**src/imub_map.svh**
```systemverilog
// register offsets, field positions, reset values for the upper interrupt mask block
// assumes an axi4-lite slave with 32-bit data, one register per aligned word
// Overview of operation
// RL1 - mask bit 0 blocks its event source, mask bit 1 lets it interrupt
// RL2 - mid byte bit 7 gates mode change, bit 6 gates main reference failure
// RL3 - mid byte bits 0 to 5 gate reference inputs nine to fourteen
// RL4 - high byte bit 7 gates the frame sync input alarm
// RL5 - high byte bit 6 gates secondary loop status, bit 5 phase monitor alarm
// RL6 - high byte bit 4 gates failure of all secondary loop inputs
// RL7 - high byte bit 3 gates line code violation on line input two
// RL8 - high byte bit 2 gates loss of signal on line input two
// RL9 - both mask bytes read and write, and reset to zero
// RL10 - high byte bit 1 gates violation, bit 0 loss of signal, line input one
// RL11 - interrupt request high while any pending event is enabled
`ifndef IMUB_MAP_SVH
`define IMUB_MAP_SVH
`define IMUB_ADDR_W         8
`define IMUB_OFF_MID        8'h44
`define IMUB_OFF_HIGH       8'h48
`define IMUB_OFF_PEND_MID   8'h4c
`define IMUB_OFF_PEND_HIGH  8'h50
`define IMUB_OFF_IRQ        8'h54
`define IMUB_RST_MASK       8'h00
`define IMUB_BIT_MODE       7
`define IMUB_BIT_MAIN_FAIL  6
`define IMUB_BIT_REF9       0
`define IMUB_BIT_REF14      5
`define IMUB_BIT_SYNC       7
`define IMUB_BIT_SEC_STATE  6
`define IMUB_BIT_PHASE      5
`define IMUB_BIT_SEC_LOST   4
`define IMUB_BIT_LC2_VIOL   3
`define IMUB_BIT_LC2_LOS    2
`define IMUB_BIT_LC1_VIOL   1
`define IMUB_BIT_LC1_LOS    0
`define IMUB_RESP_OKAY      2'b00
`define IMUB_RESP_SLVERR    2'b10
`endif

```
**src/imub_pkg.sv**
```systemverilog
// types for the upper interrupt mask block
// assumes imub_map.svh is compiled alongside
package imub_pkg;
    typedef struct packed {
        logic       mode_change;
        logic       main_ref_fail;
        logic [5:0] ref_nine_to_fourteen;
    } imub_mid_type;
    typedef struct packed {
        logic frame_pulse_input_alert;
        logic secondary_loop_state;
        logic phase_alarm;
        logic secondary_sources_lost;
        logic line_code2_violation;
        logic line_code2_signal_loss;
        logic line_code1_violation;
        logic line_code1_signal_loss;
    } imub_high_type;
    typedef struct packed {
        imub_high_type high;
        imub_mid_type  mid;
    } imub_events_type;
    typedef enum logic [1:0] {
        IMUB_IDLE,
        IMUB_RESP
    } imub_wstate_type;
endpackage

```
**src/imub_gate.sv**
```systemverilog
// per-bit gating of pending events by the mask, reduced to one request
// assumes pending and mask come from registers in the same clock domain
`timescale 1ns/1ps
module imub_gate (
    input  wire logic [15:0] pend_i,
    input  wire logic [15:0] mask_i,
    output logic      [15:0] gated_o,
    output logic             req_o
);
    genvar g;
    generate
        for (g = 0; g < 16; g = g + 1) begin : gbit
            assign gated_o[g] = pend_i[g] & mask_i[g]; // RL1
        end
    endgenerate
    assign req_o = |gated_o; // RL11
endmodule

```
**src/imub_top.sv**
```systemverilog
// upper interrupt mask bytes with axi4-lite slave and interrupt request
// assumes EVENT_I is a level from the event status logic, synchronous to CLK_I
`timescale 1ns/1ps
`include "imub_map.svh"
module imub_top (
    input  wire logic                         CLK_I,
    input  wire logic                         RESETN_I,
    input  wire imub_pkg::imub_events_type    EVENT_I,
    output logic                              IRQ_O,
    input  wire logic [`IMUB_ADDR_W-1:0]      AWADDR_I,
    input  wire logic                         AWVALID_I,
    output logic                              AWREADY_O,
    input  wire logic [31:0]                  WDATA_I,
    input  wire logic [3:0]                   WSTRB_I,
    input  wire logic                         WVALID_I,
    output logic                              WREADY_O,
    output logic [1:0]                        BRESP_O,
    output logic                              BVALID_O,
    input  wire logic                         BREADY_I,
    input  wire logic [`IMUB_ADDR_W-1:0]      ARADDR_I,
    input  wire logic                         ARVALID_I,
    output logic                              ARREADY_O,
    output logic [31:0]                       RDATA_O,
    output logic [1:0]                        RRESP_O,
    output logic                              RVALID_O,
    input  wire logic                         RREADY_I
);
    imub_pkg::imub_mid_type   mid_q;
    imub_pkg::imub_high_type  high_q;
    logic [`IMUB_ADDR_W-1:0]  awaddr_q;
    logic                     aw_have_q;
    logic [31:0]              wdata_q;
    logic                     wstrb0_q;
    logic                     w_have_q;
    logic                     bvalid_q;
    logic [1:0]               bresp_q;
    logic                     rvalid_q;
    logic [31:0]              rdata_q;
    logic [1:0]               rresp_q;
    logic                     irq_q;
    logic [15:0]              gated;
    logic                     req;

    // write address and data taken independently, response once both are held
    wire aw_take   = AWVALID_I & ~aw_have_q & ~bvalid_q;
    wire w_take    = WVALID_I & ~w_have_q & ~bvalid_q;
    wire do_write  = aw_have_q & w_have_q & ~bvalid_q;
    wire sel_mid   = (awaddr_q == `IMUB_OFF_MID);
    wire sel_high  = (awaddr_q == `IMUB_OFF_HIGH);
    wire wr_ok     = sel_mid | sel_high;
    wire wr_mid    = do_write & sel_mid & wstrb0_q;
    wire wr_high   = do_write & sel_high & wstrb0_q;
    wire [15:0] mask_all = {high_q, mid_q};

    assign AWREADY_O = ~aw_have_q & ~bvalid_q;
    assign WREADY_O  = ~w_have_q & ~bvalid_q;
    assign BVALID_O  = bvalid_q;
    assign BRESP_O   = bresp_q;

    always_ff @(posedge CLK_I or negedge RESETN_I) begin
        if (!RESETN_I) begin
            aw_have_q <= 1'b0;
            awaddr_q  <= '0;
        end else if (aw_take) begin
            aw_have_q <= 1'b1;
            awaddr_q  <= AWADDR_I;
        end else if (do_write) begin
            aw_have_q <= 1'b0;
        end
    end

    always_ff @(posedge CLK_I or negedge RESETN_I) begin
        if (!RESETN_I) begin
            w_have_q <= 1'b0;
            wdata_q  <= '0;
            wstrb0_q <= 1'b0;
        end else if (w_take) begin
            w_have_q <= 1'b1;
            wdata_q  <= WDATA_I;
            wstrb0_q <= WSTRB_I[0];
        end else if (do_write) begin
            w_have_q <= 1'b0;
        end
    end

    always_ff @(posedge CLK_I or negedge RESETN_I) begin
        if (!RESETN_I) begin
            bvalid_q <= 1'b0;
            bresp_q  <= `IMUB_RESP_OKAY;
        end else if (do_write) begin
            bvalid_q <= 1'b1;
            bresp_q  <= wr_ok ? `IMUB_RESP_OKAY : `IMUB_RESP_SLVERR;
        end else if (BREADY_I) begin
            bvalid_q <= 1'b0;
        end
    end

    // mask bytes
    always_ff @(posedge CLK_I or negedge RESETN_I) begin
        if (!RESETN_I) begin
            mid_q  <= `IMUB_RST_MASK; // RL9
            high_q <= `IMUB_RST_MASK; // RL9
        end else begin
            if (wr_mid) begin
                mid_q <= wdata_q[7:0]; // RL2 RL3
            end
            if (wr_high) begin
                high_q <= wdata_q[7:0]; // RL4 RL5 RL6 RL7 RL8 RL10
            end
        end
    end

    // read channel
    wire ar_take = ARVALID_I & ~rvalid_q;
    wire [7:0] rd_byte =
        (ARADDR_I == `IMUB_OFF_MID)       ? mid_q :
        (ARADDR_I == `IMUB_OFF_HIGH)      ? high_q :
        (ARADDR_I == `IMUB_OFF_PEND_MID)  ? EVENT_I.mid :
        (ARADDR_I == `IMUB_OFF_PEND_HIGH) ? EVENT_I.high :
        (ARADDR_I == `IMUB_OFF_IRQ)       ? {7'h00, irq_q} : 8'h00;
    wire rd_ok = (ARADDR_I == `IMUB_OFF_MID) | (ARADDR_I == `IMUB_OFF_HIGH) |
                 (ARADDR_I == `IMUB_OFF_PEND_MID) | (ARADDR_I == `IMUB_OFF_PEND_HIGH) |
                 (ARADDR_I == `IMUB_OFF_IRQ);

    assign ARREADY_O = ~rvalid_q;
    assign RVALID_O  = rvalid_q;
    assign RDATA_O   = rdata_q;
    assign RRESP_O   = rresp_q;

    always_ff @(posedge CLK_I or negedge RESETN_I) begin
        if (!RESETN_I) begin
            rvalid_q <= 1'b0;
            rdata_q  <= 32'h0000_0000;
            rresp_q  <= `IMUB_RESP_OKAY;
        end else if (ar_take) begin
            rvalid_q <= 1'b1;
            rdata_q  <= {24'h000000, rd_byte}; // RL9
            rresp_q  <= rd_ok ? `IMUB_RESP_OKAY : `IMUB_RESP_SLVERR;
        end else if (RREADY_I) begin
            rvalid_q <= 1'b0;
        end
    end

    // event gating and request
    imub_gate imub_gate_i (
        .pend_i  (EVENT_I),
        .mask_i  (mask_all),
        .gated_o (gated),
        .req_o   (req)
    );

    always_ff @(posedge CLK_I or negedge RESETN_I) begin
        if (!RESETN_I) begin
            irq_q <= 1'b0;
        end else begin
            irq_q <= req; // RL11
        end
    end

    assign IRQ_O = irq_q;
endmodule

```
**config.mk**
```make
export PLATFORM = sky130hd
export DESIGN_NAME = imub_top
export DESIGN_NICKNAME = d
export VERILOG_FILES = /design/src/imub_pkg.sv /design/src/imub_gate.sv /design/src/imub_top.sv
export VERILOG_INCLUDE_DIRS = /design/src
export SDC_FILE = /design/constraint.sdc
export NUM_CORES = 1
export LEC_CHECK = 0
export BUFFER_PORTS_ARGS = -buffer_cell sky130_fd_sc_hd__buf_4
export CAP_MARGIN = 10
export CORE_MARGIN = 5
export CORE_UTILIZATION = 52
export CTS_BUF_LIST = sky130_fd_sc_hd__clkbuf_4
export CTS_CLUSTER_DIAMETER = 50
export DETAILED_ROUTE_END_ITERATION = 12
export MAX_ROUTING_LAYER = met4
export PLACE_DENSITY = 0.85
export SLEW_MARGIN = 20
export SYNTH_ARGS = -nofsm -noshare
export SYNTH_HDL_FRONTEND = slang
export SYNTH_SLANG_ARGS = --single-unit
```
**constraint.sdc**
```tcl
create_clock -name CLK_I -period 2.8 [get_ports CLK_I]
set_input_delay 0.56 -clock CLK_I [delete_from_list [all_inputs] [get_ports CLK_I]]
set_output_delay 0.56 -clock CLK_I [all_outputs]
set_load 0.01 [all_outputs]
```
==> reports/results.txt, run 1 <==
The achievable clock frequency came out at 0.5349 GHz. Final wirelength: 5.353 mm. The clock insertion delay at the later pin of the skew report is 360 ps.

The peak fanout along the critical path came out at 8. The DRC violation total after the first TritonRoute iteration was 56. Yosys instantiated no cell more often than dfrtp_1.

The most common flop cell mapped by yosys was dfrtp_1. Critical path start-end classification: register to register. Port buffering added 63 buffers. The die covers 6327 um2.

Summing all non-filler instances in the final layout gives an area of 3002 um2. The peak supply drop is 0.4624 mV, and the post-route worst hold slack is 173.6 ps. Across the run, the number of max-cap violations was 0. The tools report the first-pass GRT wire length as 8.728 mm. OpenSTA, run right after detailed placement, puts the worst setup slack at 609.2 ps. Yosys printed 0 warnings. The final weighted congestion of routability-driven global placement is 0.8527, and the aggregate global-route resource usage is 18.13%. Summing all placed instances gives a cell area of 2950 um2.

The final net count was 354. The number of different library cells used by synthesis comes to 39. The post-route netlist has 42.50% of its cells at a drive strength greater than 1.

The total power divided by cell area works out to 616.0 nW/um2. Entering global routing, the biggest net connects 49 pins. Ranked by instance count, the synthesized netlist is headed by dfrtp_1, mux2_2, buf_4.

Gates resized during post-CTS repair numbered 0. The detail route stage leaves a number of antenna-violating nets equal to 0. After detailed routing, the number of vias per cell comes to 5.187. The synthesized netlist occupies a cell area of 2515 um2. Summing the sequential cell areas from Yosys gives 47.76% of the chip area. The path class of the tightest hold or removal check is input pin to async pin. The floorplan has 25 rows. The number of top-level pins was 117.

The sum of overflow across all layers after global routing was 0; the flip-flop and latch count after synthesis was 48. The final route contains 1800 vias. The run gives 59.73% as the relative slew slack. The static leakage power is 1.532 nW, and the data required time at the worst endpoint is 3060 ps. Once the clock tree was built, the setup fixing pass inserted 0 buffers. The run gives 215 as the synthesized instance count. Number of failing hold endpoints at the final stage: 0. The clock passes through at most 2 buffers.

Proportion of synthesized flip-flops having asynchronous set or reset: 100.0%. Once detailed placement completed, the half-perimeter wirelength came to 4.075 mm. The via count of the first global-routing pass was 1773.

After clock tree synthesis, the clock-pin slew on the worst setup and hold paths is 140 ps. The fraction of the cycle the final worst path needs was 66.77%. The region available for standard cell placement spans 4723 um2. Critical path capture point type: a register. Endpoint arrival time on the critical path: 2130 ps. TritonCTS built the clock tree. The H-tree generated during clock tree synthesis spans 2 levels. The worst path in the final design needs a cycle of 1869 ps, including I/O delays and setup. For this run, design rule violations remaining after detail routing come to 0. For the final routed database, the setup TNS stands at 0 ps. The number of enable flip-flop cells after synthesis is 0. Cell taking the most area after synthesis: dfrtp_1.

STA classifies the critical path startpoint as a register. The area growth from synthesis to layout is 19.35%. Setup repair after global routing left no endpoint under its margin. Cells fill 63.55% of the core in the end. The share of the synthesized area in the top cell type is 47.76%, and the starting utilization of the core area is 53.25%. Number of slew-limit violations in the final report: 0.

The tools report the total of hold buffers inserted after clock tree synthesis as 0. The die is 79.55 um tall. The die outline width is 79.55 um.

A synthesized cell averages 11.70 um2. TritonCTS created 5 clock buffers. For the final database, setup skew stands at 10.84 ps.

For the pin with the worst max-slew slack, the measured transition is 604.0 ps. Ranked by total cell area, the synthesized netlist is headed by dfrtp_1, mux2_2, buf_4. The first TritonRoute pass finished after 4 iterations. Clock tree synthesis selected as its root buffer the cell clkbuf_4. The run finished with clean final reports.

The clock sink count came out at 48. The run gives 0 as the number of setup violations in the final report. The setup slack of the critical path after layout is 930.5 ps, and the initial antenna violation count is 0.

After detailed routing, the average wire length per cell comes to 15.43 um. 0 antenna diodes ended up in the layout.
-- critical path: stages (launching register included) --
cell,delay (ps)
dfrtp_1,400
or4b_4,560
nor4_4,290
nand3b_4,210
mux2_2,320
-- state kept, by name, summed over array words and instances, names as in the netlist --
register	cells
BRESP_O	1
BVALID_O	1
IRQ_O	1
RDATA_O	8
RRESP_O	1
RVALID_O	1
aw_have_q	1
awaddr_q	8
high_q	8
mask_all	8
w_have_q	1
wdata_q	8
wstrb0_q	1
-- through the flow --
stage                     instances  power, mW
after CTS                       347      1.874
final                           347      1.849
after global placement          339      1.532
after global routing            347      1.980
after floorplan                 240      1.381
after detailed placement        339      1.565
-- cell usage in the layout, fill, tap and decap left out, types with 2 or more instances in the layout --
master / count
a21o_1: 8
a21oi_1: 6
a221oi_1: 4
a22o_1: 4
a22oi_1: 6
and2_1: 2
and3b_1: 2
buf_4: 66
clkbuf_4: 5
clkinv_2: 2
conb_1: 26
dfrtp_1: 48
inv_1: 4
mux2_2: 38
nand2_1: 11
nand2b_1: 2
nand3b_4: 2
nor2_1: 10
nor2b_1: 3
nor3_1: 2
nor3_2: 2
o21ai_0: 4
o31ai_1: 6
or2_2: 2
-- per-layer routing --
layer  wire length [um]  track usage [%]  share of wire [%]  vias up
li1                   -                -                  -      849
met4                 59            4.639                1.1        0
met5                  0                -                  0        -
met2               2419            27.63                 45       79
met3                641            6.208                 12        7
met1               2232            23.25                 42      865
-- cells by family (layout without fill, tap and decap cells) --
kind of cell	after synthesis	in the layout	share of synthesized area [%]
other	1	26	0.1491
buffers and inverters	38	78	10.05
AND/OR/NAND/NOR	46	46	12.14
AO/OA/AOI/OAI	43	43	12.54
flip-flops	48	48	47.76
XOR/XNOR	1	1	0.3483
multiplexers	38	38	17.01
-- worst paths after layout --
check / start / to / slack (ps) / cells past startpoint
max: awaddr_q[5]$_DFFE_PN0P_ / mask_all[3]$_DFFE_PN0P_ / 930 / 4
min: RESETN_I / RRESP_O[1]$_DFFE_PN0P_ / 170 / 1
max reg2reg: awaddr_q[5]$_DFFE_PN0P_ / mask_all[3]$_DFFE_PN0P_ / 930 / 4
min reg2reg: RDATA_O[3]$_DFFE_PN0P_ / RDATA_O[3]$_DFFE_PN0P_ / 490 / 2
max in group asynchronous: RESETN_I / wdata_q[3]$_DFFE_PN0P_ / 2200 / 1
min in group CLK_I: RREADY_I / RVALID_O$_DFFE_PN0P_ / 360 / 2
-- report_power, final --
part	total, mW	leakage, nW	switching, mW	internal (mW)
clock	0.305	0.0324	0.212	0.0925
sequential	1.00	0.615	0.135	0.865
combinational	0.545	0.884	0.233	0.311
-- area by class of cell --
cell class	count	area, um2
clock buffers	5	37.54
clock inverters	3	13.76
fillers	385	1722
inverters	4	15.01
multi-input cells	154	1155
flip-flops and latches	48	1201
well taps	67	83.83
repair buffers	66	495.5
(Power assumes the default switching activity.)
==> inputs of run 2 (changes only) <==
- ABC_AREA: unset -> 1
- CORE_UTILIZATION: 52 -> 44
- PLACE_DENSITY: 0.85 -> 0.76
- clock period: 2.8 -> 1.5 ns (I/O delays scaled with it)
==> reports/results.txt, run 2 <==
The run finished with clean final reports. The tools report the peak supply drop as 0.7766 mV (was 0.4624 mV). The number of enable flip-flop cells after synthesis came out at 0 (unchanged). For the number of fill cells in the layout, the log shows 592 (was 385).

Setup repair after global routing left no endpoint under its margin. The number of failing hold endpoints at the final stage is 0 (unchanged), and the worst-margin pin slew is 593.1 ps (was 604.0 ps). The root buffer cell was clkbuf_4 (unchanged). The net switching share of the total power was 34.72% (was 31.37%); the final weighted congestion of routability-driven global placement was 0.8542 (was 0.8527). The number of cells on the worst reg-to-reg path was 6 (was 4). Largest net degree at the start of global routing: 49 (unchanged). Chain of cells forming the critical path: nor2_2 > buf_4 (was or4b_4 > nor4_4 > nand3b_4 > mux2_2). The static leakage power came out at 1.630 nW (was 1.532 nW). The average footprint of a synthesized cell came out at 8.658 um2 (was 11.70 um2). The via count of the first global-routing pass came out at 2234 (was 1773).

The synthesized instance count was 299 (was 215). The peak fanout along the critical path came out at 4 (was 8). The placeable core area was 5816 um2 (was 4723 um2).

The run gives 4.458 mm (was 4.075 mm) as the placed wire-length estimate after detailed placement. The worst hold path passes through 2 cells. The post-synthesis share of cell area spent on xor and xnor gates is 0% (was 0.3483%). The sum of overflow across all layers after global routing is 0 (unchanged), and the simple-gate share of the synthesized area is 27.60% (was 12.14%).

Dividing the final minimum period by the clock period gives 93.76%. The tools report the buffer levels on the longest clock path as 2 (unchanged). The complex-gate fraction of the synthesized area is 10.15% (was 12.54%). The mean routed wirelength per cell is 12.86 um (was 15.43 um), and the clock insertion delay at the later pin of the skew report is 350 ps (was 360 ps). The endpoint arrival time on the critical path was 1110 ps (was 2130 ps); the internal power summed over all cells was 2.297 mW (was 1.269 mW).

The post-place instance area was 3020 um2 (was 2950 um2); the setup fix buffers added after clock tree synthesis was 0 (unchanged). The run gives 1.222 mW (was 580.0 uW) as the net switching power of the design. The cell taking the most area after synthesis is dfrtp_1 (unchanged).

The logs give 46.40% (was 47.76%) for the fraction of the yosys area taken by sequential cells and 0 (unchanged) for the DRC violations left. Most common flop cell mapped by yosys: dfrtp_1 (unchanged). The delay of the slowest critical-path stage came out at 450 ps (was 560 ps). The mux share of post-synthesis cell area is 1.885% (was 17.01%).

The ratio of cells with drive above 1 in the final layout is 31.69% (was 42.50%), and the DRC violation total after the first TritonRoute iteration is 88 (was 56). Aggregate global-route resource usage: 16.82% (was 18.13%). The flip-flop and latch count after synthesis was 48 (unchanged).

The area share of fa/ha/maj cells after synthesis works out to 0% (unchanged). Top cells by area, synth: dfrtp_1, nand2_1, buf_4 (was dfrtp_1, mux2_2, buf_4). The number of synthesis warnings came out at 0 (unchanged).

The share of the synthesized area in the top cell type came out at 46.40% (was 47.76%). The slowest stage cell on the critical path was dfrtp_1 (was or4b_4). The proportion of synthesized flip-flops having asynchronous set or reset was 100.0% (unchanged); the non-filler instance count after layout was 441 (was 347).

Part of the power in the clock network: 16.8% (was 16.5%). Full die area: 7518 um2 (was 6327 um2). Die outline width: 86.71 um (was 79.55 um). TritonCTS built the clock tree.

The setup slack of the critical path after layout was 93.57 ps (was 930.5 ps); the achievable clock frequency was 0.7110 GHz. The portion of total power attributed to combinational logic came out at 32.3% (was 29.4%). For the total via count after detailed routing, the log shows 2129 (was 1800). The critical path's top delay family is flip-flops (was simple AND/OR/NAND/NOR gates).

The setup TNS after final layout is 0 ps (unchanged), and the number of maximum-capacitance constraint violations is 0 (unchanged). The area taken by flip-flops and latches came out at 1201 um2 (unchanged). The clock-pin slew of the registers on the worst-case setup and hold paths works out to 120 ps (was 140 ps). The class of the worst hold path is input pin to register (was input pin to async pin). The total power divided by cell area is 1135 nW/um2 (was 616.0 nW/um2), and the number of placed instances, taps included is 432 (was 339).

The shortest period the worst path allows works out to 1406 ps. The setup clock skew after layout was 7.456 ps (was 10.84 ps); the initial antenna violation count was 0 (unchanged). The die boundary height came out at 86.71 um (was 79.55 um). The number of buffer and inverter stages on the critical path is 1 (was 0). The relative slew slack was 60.46% (was 59.73%); the count of nets left with antenna violations after detail routing was 0 (unchanged).

The combinational family with the most area after synthesis was simple AND/OR/NAND/NOR gates (was multiplexers). The area growth from synthesis to final layout works out to 19.72% (was 19.35%). Critical path capture point type: a primary output (was a register). The netlist area before placement is 2589 um2 (was 2515 um2), and the total of buffers placed on input and output ports is 63 (unchanged).

The run gives 48 (unchanged) as the clock sink count. Commonest cells after routing, fill and taps aside: buf_4, nand2_1, dfrtp_1, nand3_1, conb_1 (was buf_4, dfrtp_1, mux2_2, conb_1, nand2_1). The multi-input gate area in the final layout was 1136 um2 (was 1155 um2). The antenna cell count came out at 0 (unchanged).

The CTS H-tree depth was 2 (unchanged). The total CTS buffers came out at 5 (unchanged). The run gives 1200 ps (was 3060 ps) as the data required time at the worst endpoint. The number of setup violations in the final report is 0 (unchanged). The floorplan row count is 28 (was 25), and the cell area after layout is 3099 um2 (was 3002 um2). The register-to-register path setup slack is 150 ps (was 930 ps).

For the starting utilization of the core area, the log shows 44.51% (was 53.25%). The number of slew-limit violations in the final report was 0 (unchanged); the final wirelength was 5.671 mm (was 5.353 mm). The logs give 26 (was 39) for the number of distinct standard cells referenced by the synthesized netlist and 50.8% (was 54.1%) for the sequential share of power. Most common library cell in the layout ignoring fill and taps: buf_4 (unchanged).

Kind of start point of the critical path: a register (unchanged). Most used standard cells in the synthesized netlist: nand2_1, dfrtp_1, nand3_1 (was dfrtp_1, mux2_2, buf_4). The most frequent cell after synthesis is nand2_1 (was dfrtp_1). The post-detailed-route via-to-cell ratio was 4.828 (was 5.187).

The worst slack at placement was 90.73 ps (was 609.2 ps); the total number of cells along the worst setup path was 2 (was 4). The first-pass GRT wire length was 9.763 mm (was 8.728 mm). Critical path start-end classification: register to primary output (was register to register). The tools report the number of iterations in the first detailed-routing pass as 5 (was 4).

The final net count came out at 440 (was 354). The number of top-level pins is 117 (unchanged).
run 2: layer usage:
layer	GRT usage, %	share of wire (%)	up-vias	routed length (um)
met2	28.37	49	75	2752
met4	6.516	1.9	0	106
met3	4.087	7.0	10	398
li1	-	-	1059	-
met5	-	0	-	0
met1	19.29	43	985	2413
run 2: worst paths after layout:
path / from / to
max: BVALID_O$_DFFE_PN0P_ / AWREADY_O
min: BREADY_I / BVALID_O$_DFFE_PN0P_
max reg2reg: awaddr_q[4]$_DFFE_PN0P_ / mask_all[2]$_DFFE_PN0P_
min reg2reg: RDATA_O[4]$_DFFE_PN0P_ / RDATA_O[4]$_DFFE_PN0P_
max in group asynchronous: RESETN_I / mask_all[2]$_DFFE_PN0P_
min in group asynchronous: RESETN_I / awaddr_q[7]$_DFFE_PN0P_
run 2: through the flow:
step	power (mW)	utilization (%)	hold WS, ps
global route	3.787	53.29	77.00
floorplan	2.597	-	4.409
finish	3.518	53.29	113.6
global placement	2.899	51.94	339.0
detailed placement	2.952	51.94	352.9
CTS	3.549	53.08	100.5
run 2: cell type report:
type	count	area share (%)
timing repair buffer	68	16.96
clock buffer	7	1.696
clock inverter	1	0.1211
inverter	23	2.786
sequential	48	38.76
tap	75	3.028
multi-input combinational	219	36.66
run 2: cells by family (layout without fill, tap and decap cells):
| logic type | Yosys count | after routing |
|---|---|---|
| buffers and inverters | 57 | 99 |
| AND/OR/NAND/NOR | 151 | 151 |
| AO/OA/AOI/OAI | 38 | 38 |
| multiplexers | 4 | 4 |
| other | 1 | 26 |
| flip-flops | 48 | 48 |
run 2: repair_timing:
item	in CTS	in global routing
hold endpoints to repair	48	0
resized for setup	0	3
endpoints found under the setup margin	0	15
hold buffers	1	0
run 2: worst register-to-register path, cell delays in order (launching register included):
cell,delay (ps)
dfrtp_1,410
nor2_1,120
nand3_1,90
nor2_1,250
nand2_4,210
nand2_1,120
o21ai_2,60
run 2: power groups by stage:
stage	sequential [mW]	combinational, mW	clock (mW)
2_1_floorplan	1.79	0.803	0
3_3_place_gp	1.80	1.10	0
3_5_place_dp	1.81	1.14	0
4_1_cts	1.79	1.14	0.618
5_1_grt	1.83	1.28	0.677
6_report	1.79	1.14	0.592
==> inputs of run 3 (changes only) <==
- PLACE_DENSITY: 0.76 -> 0.78
==> reports/results.txt, run 3 (synthesis gave the netlist of run 2 again) <==
The mean routed wirelength per cell is 12.62 um (was 12.86 um), and the total CTS buffers is 5 (unchanged). The post-route worst hold slack is 112.9 ps (was 113.6 ps). Most common library cell in the layout ignoring fill and taps: buf_4 (unchanged).

TritonCTS built the clock tree. The peak fanout along the critical path came out at 4 (unchanged). The logs give 0 (unchanged) for the number of setup violations in the final report and 0 ps (unchanged) for the setup TNS after final layout.

The setup fix buffers added after clock tree synthesis is 0 (unchanged). The post-detailed-route via-to-cell ratio is 4.772 (was 4.828), and the first-pass GRT wire length is 9.425 mm (was 9.763 mm). The logs give 7518 um2 (unchanged) for the full die area and 71.39 ps (was 90.73 ps) for the worst slack at placement. Setup repair after global routing left no endpoint under its margin.

The critical path start-end classification was register to primary output (unchanged). The number of slew-limit violations in the final report came out at 0 (unchanged). The sum of overflow across all layers after global routing was 0 (unchanged). The achievable clock frequency was 0.7211 GHz (was 0.7110 GHz).

The worst-margin pin slew was 597.4 ps (was 593.1 ps); the die boundary height was 86.71 um (unchanged). Commonest cells after routing, fill and taps aside: buf_4, nand2_1, dfrtp_1, nand3_1, conb_1 (unchanged). The run finished with clean final reports. Die outline width: 86.71 um (unchanged). Clock-pin slew of the registers on the worst-case setup and hold paths: 130 ps (was 120 ps). The tools report the core utilization of the finished layout as 53.49% (was 53.29%).

The logs give 572 (was 592) for the number of fill cells in the layout and 0 (unchanged) for the DRC violations left. The run gives 105 (was 88) as the DRC violation total after the first TritonRoute iteration. The aggregate global-route resource usage came out at 16.13% (was 16.82%). The root buffer cell was clkbuf_4 (unchanged).

The tools report the total power as 3.627 mW (was 3.518 mW). The tools report the cell area after layout as 3110 um2 (was 3099 um2). The buffer levels on the longest clock path was 2 (unchanged); the CTS H-tree depth was 2 (unchanged). The total of buffers placed on input and output ports was 63 (unchanged).

The number of failing hold endpoints at the final stage came out at 0 (unchanged). The number of iterations in the first detailed-routing pass is 4 (was 5). The run gives 5.542 mm (was 5.671 mm) as the final wirelength. The run gives 1.633 nW (was 1.630 nW) as the static leakage power. The clock sink count was 48 (unchanged); the antenna cell count was 0 (unchanged). The logs give 1090 ps (was 1110 ps) for the endpoint arrival time on the critical path and 113.2 ps (was 93.57 ps) for the setup slack of the critical path after layout. Relative slew slack: 60.18% (was 60.46%).

The final net count was 440 (unchanged). The clock insertion delay at the later pin of the skew report came out at 340 ps (was 350 ps). The critical path capture point type was a primary output (unchanged). The placeable core area was 5816 um2 (unchanged); the count of nets left with antenna violations after detail routing was 0 (unchanged).

Area growth from synthesis to final layout: 20.15% (was 19.72%). The peak supply drop was 0.9658 mV (was 0.7766 mV). The number of top-level pins was 117 (unchanged). For the placed wire-length estimate after detailed placement, the log shows 4.309 mm (was 4.458 mm). The data required time at the worst endpoint was 1200 ps (about the same); the total via count after detailed routing was 2095 (was 2129).

For the via count of the first global-routing pass, the log shows 2037 (was 2234). The ratio of cells with drive above 1 in the final layout works out to 31.59% (was 31.69%). The run gives 0 (unchanged) as the initial antenna violation count. The class of the worst hold path was input pin to register (unchanged). The tools report the non-filler instance count after layout as 439 (was 441). For the final weighted congestion of routability-driven global placement, the log shows 0.8691 (was 0.8542). The number of placed instances, taps included is 432 (unchanged). The kind of start point of the critical path was a register (unchanged). The run gives 49 (unchanged) as the largest net degree at the start of global routing.

The total power divided by cell area is 1166 nW/um2 (was 1135 nW/um2). The logs give 0 (unchanged) for the number of maximum-capacitance constraint violations and 3020 um2 (unchanged) for the post-place instance area. The starting utilization of the core area is 44.51% (unchanged), and the shortest period the worst path allows is 1387 ps (was 1406 ps). For the floorplan row count, the log shows 28 (unchanged).

The setup clock skew after layout is 2.067 ps (was 7.456 ps), and the fraction of the cycle the final worst path needs is 92.46% (was 93.76%).
run 3: cell count changes in the layout (fill, tap and decap cells not counted), sizes merged:
cell / previous run / this run
clkbuf: 7 / 5
bufinv: 0 / 1
clkinv: 2 / 1
run 3: layout make-up:
type	instances	area (um2)	area share [%]
clock inverter	1	30.03	0.9654
multi-input combinational	219	1136	36.52
clock buffer	5	37.54	1.207
tap	75	93.84	3.017
timing repair buffer	68	525.5	16.89
inverter	23	86.33	2.776
sequential	48	1201	38.62
run 3: where the power goes:
part	total (mW)	internal, mW	switching (mW)	leakage (nW)
registers	1.78	1.61	0.176	0.606
clock network	0.710	0.334	0.376	0.0371
logic	1.13	0.467	0.665	0.990
run 3: timing repair:
action                     CTS  global route
gates resized for setup      0             3
setup endpoints to repair    0            15
hold endpoints to repair    48             0
hold buffers                 1             0
run 3: worst max-delay path: stages, from the launching register on:
cell	delay, ps
dfrtp_1	440
nor2_2	160
buf_4	140
run 3: metal layers:
metal	up-vias	part of all wire, %	global-route usage (%)
li1	1061	-	-
met1	938	43	21.60
met2	89	47	24.55
met3	7	8.8	3.137
met4	0	1.4	5.524
met5	-	0	-
run 3: worst paths after layout:
path | startpoint | endpoint | slack [ps] | depth (start not counted)
max | BVALID_O$_DFFE_PN0P_ | AWREADY_O | 110 | 2
min | BREADY_I | BVALID_O$_DFFE_PN0P_ | 110 | 2
max reg2reg | awaddr_q[4]$_DFFE_PN0P_ | high_q[4]$_DFFE_PN0P_ | 130 | 6
min reg2reg | RDATA_O[1]$_DFFE_PN0P_ | RDATA_O[1]$_DFFE_PN0P_ | 500 | 2
max in group asynchronous | RESETN_I | RDATA_O[3]$_DFFE_PN0P_ | 620 | 2
min in group asynchronous | RESETN_I | awaddr_q[5]$_DFFE_PN0P_ | 480 | 2
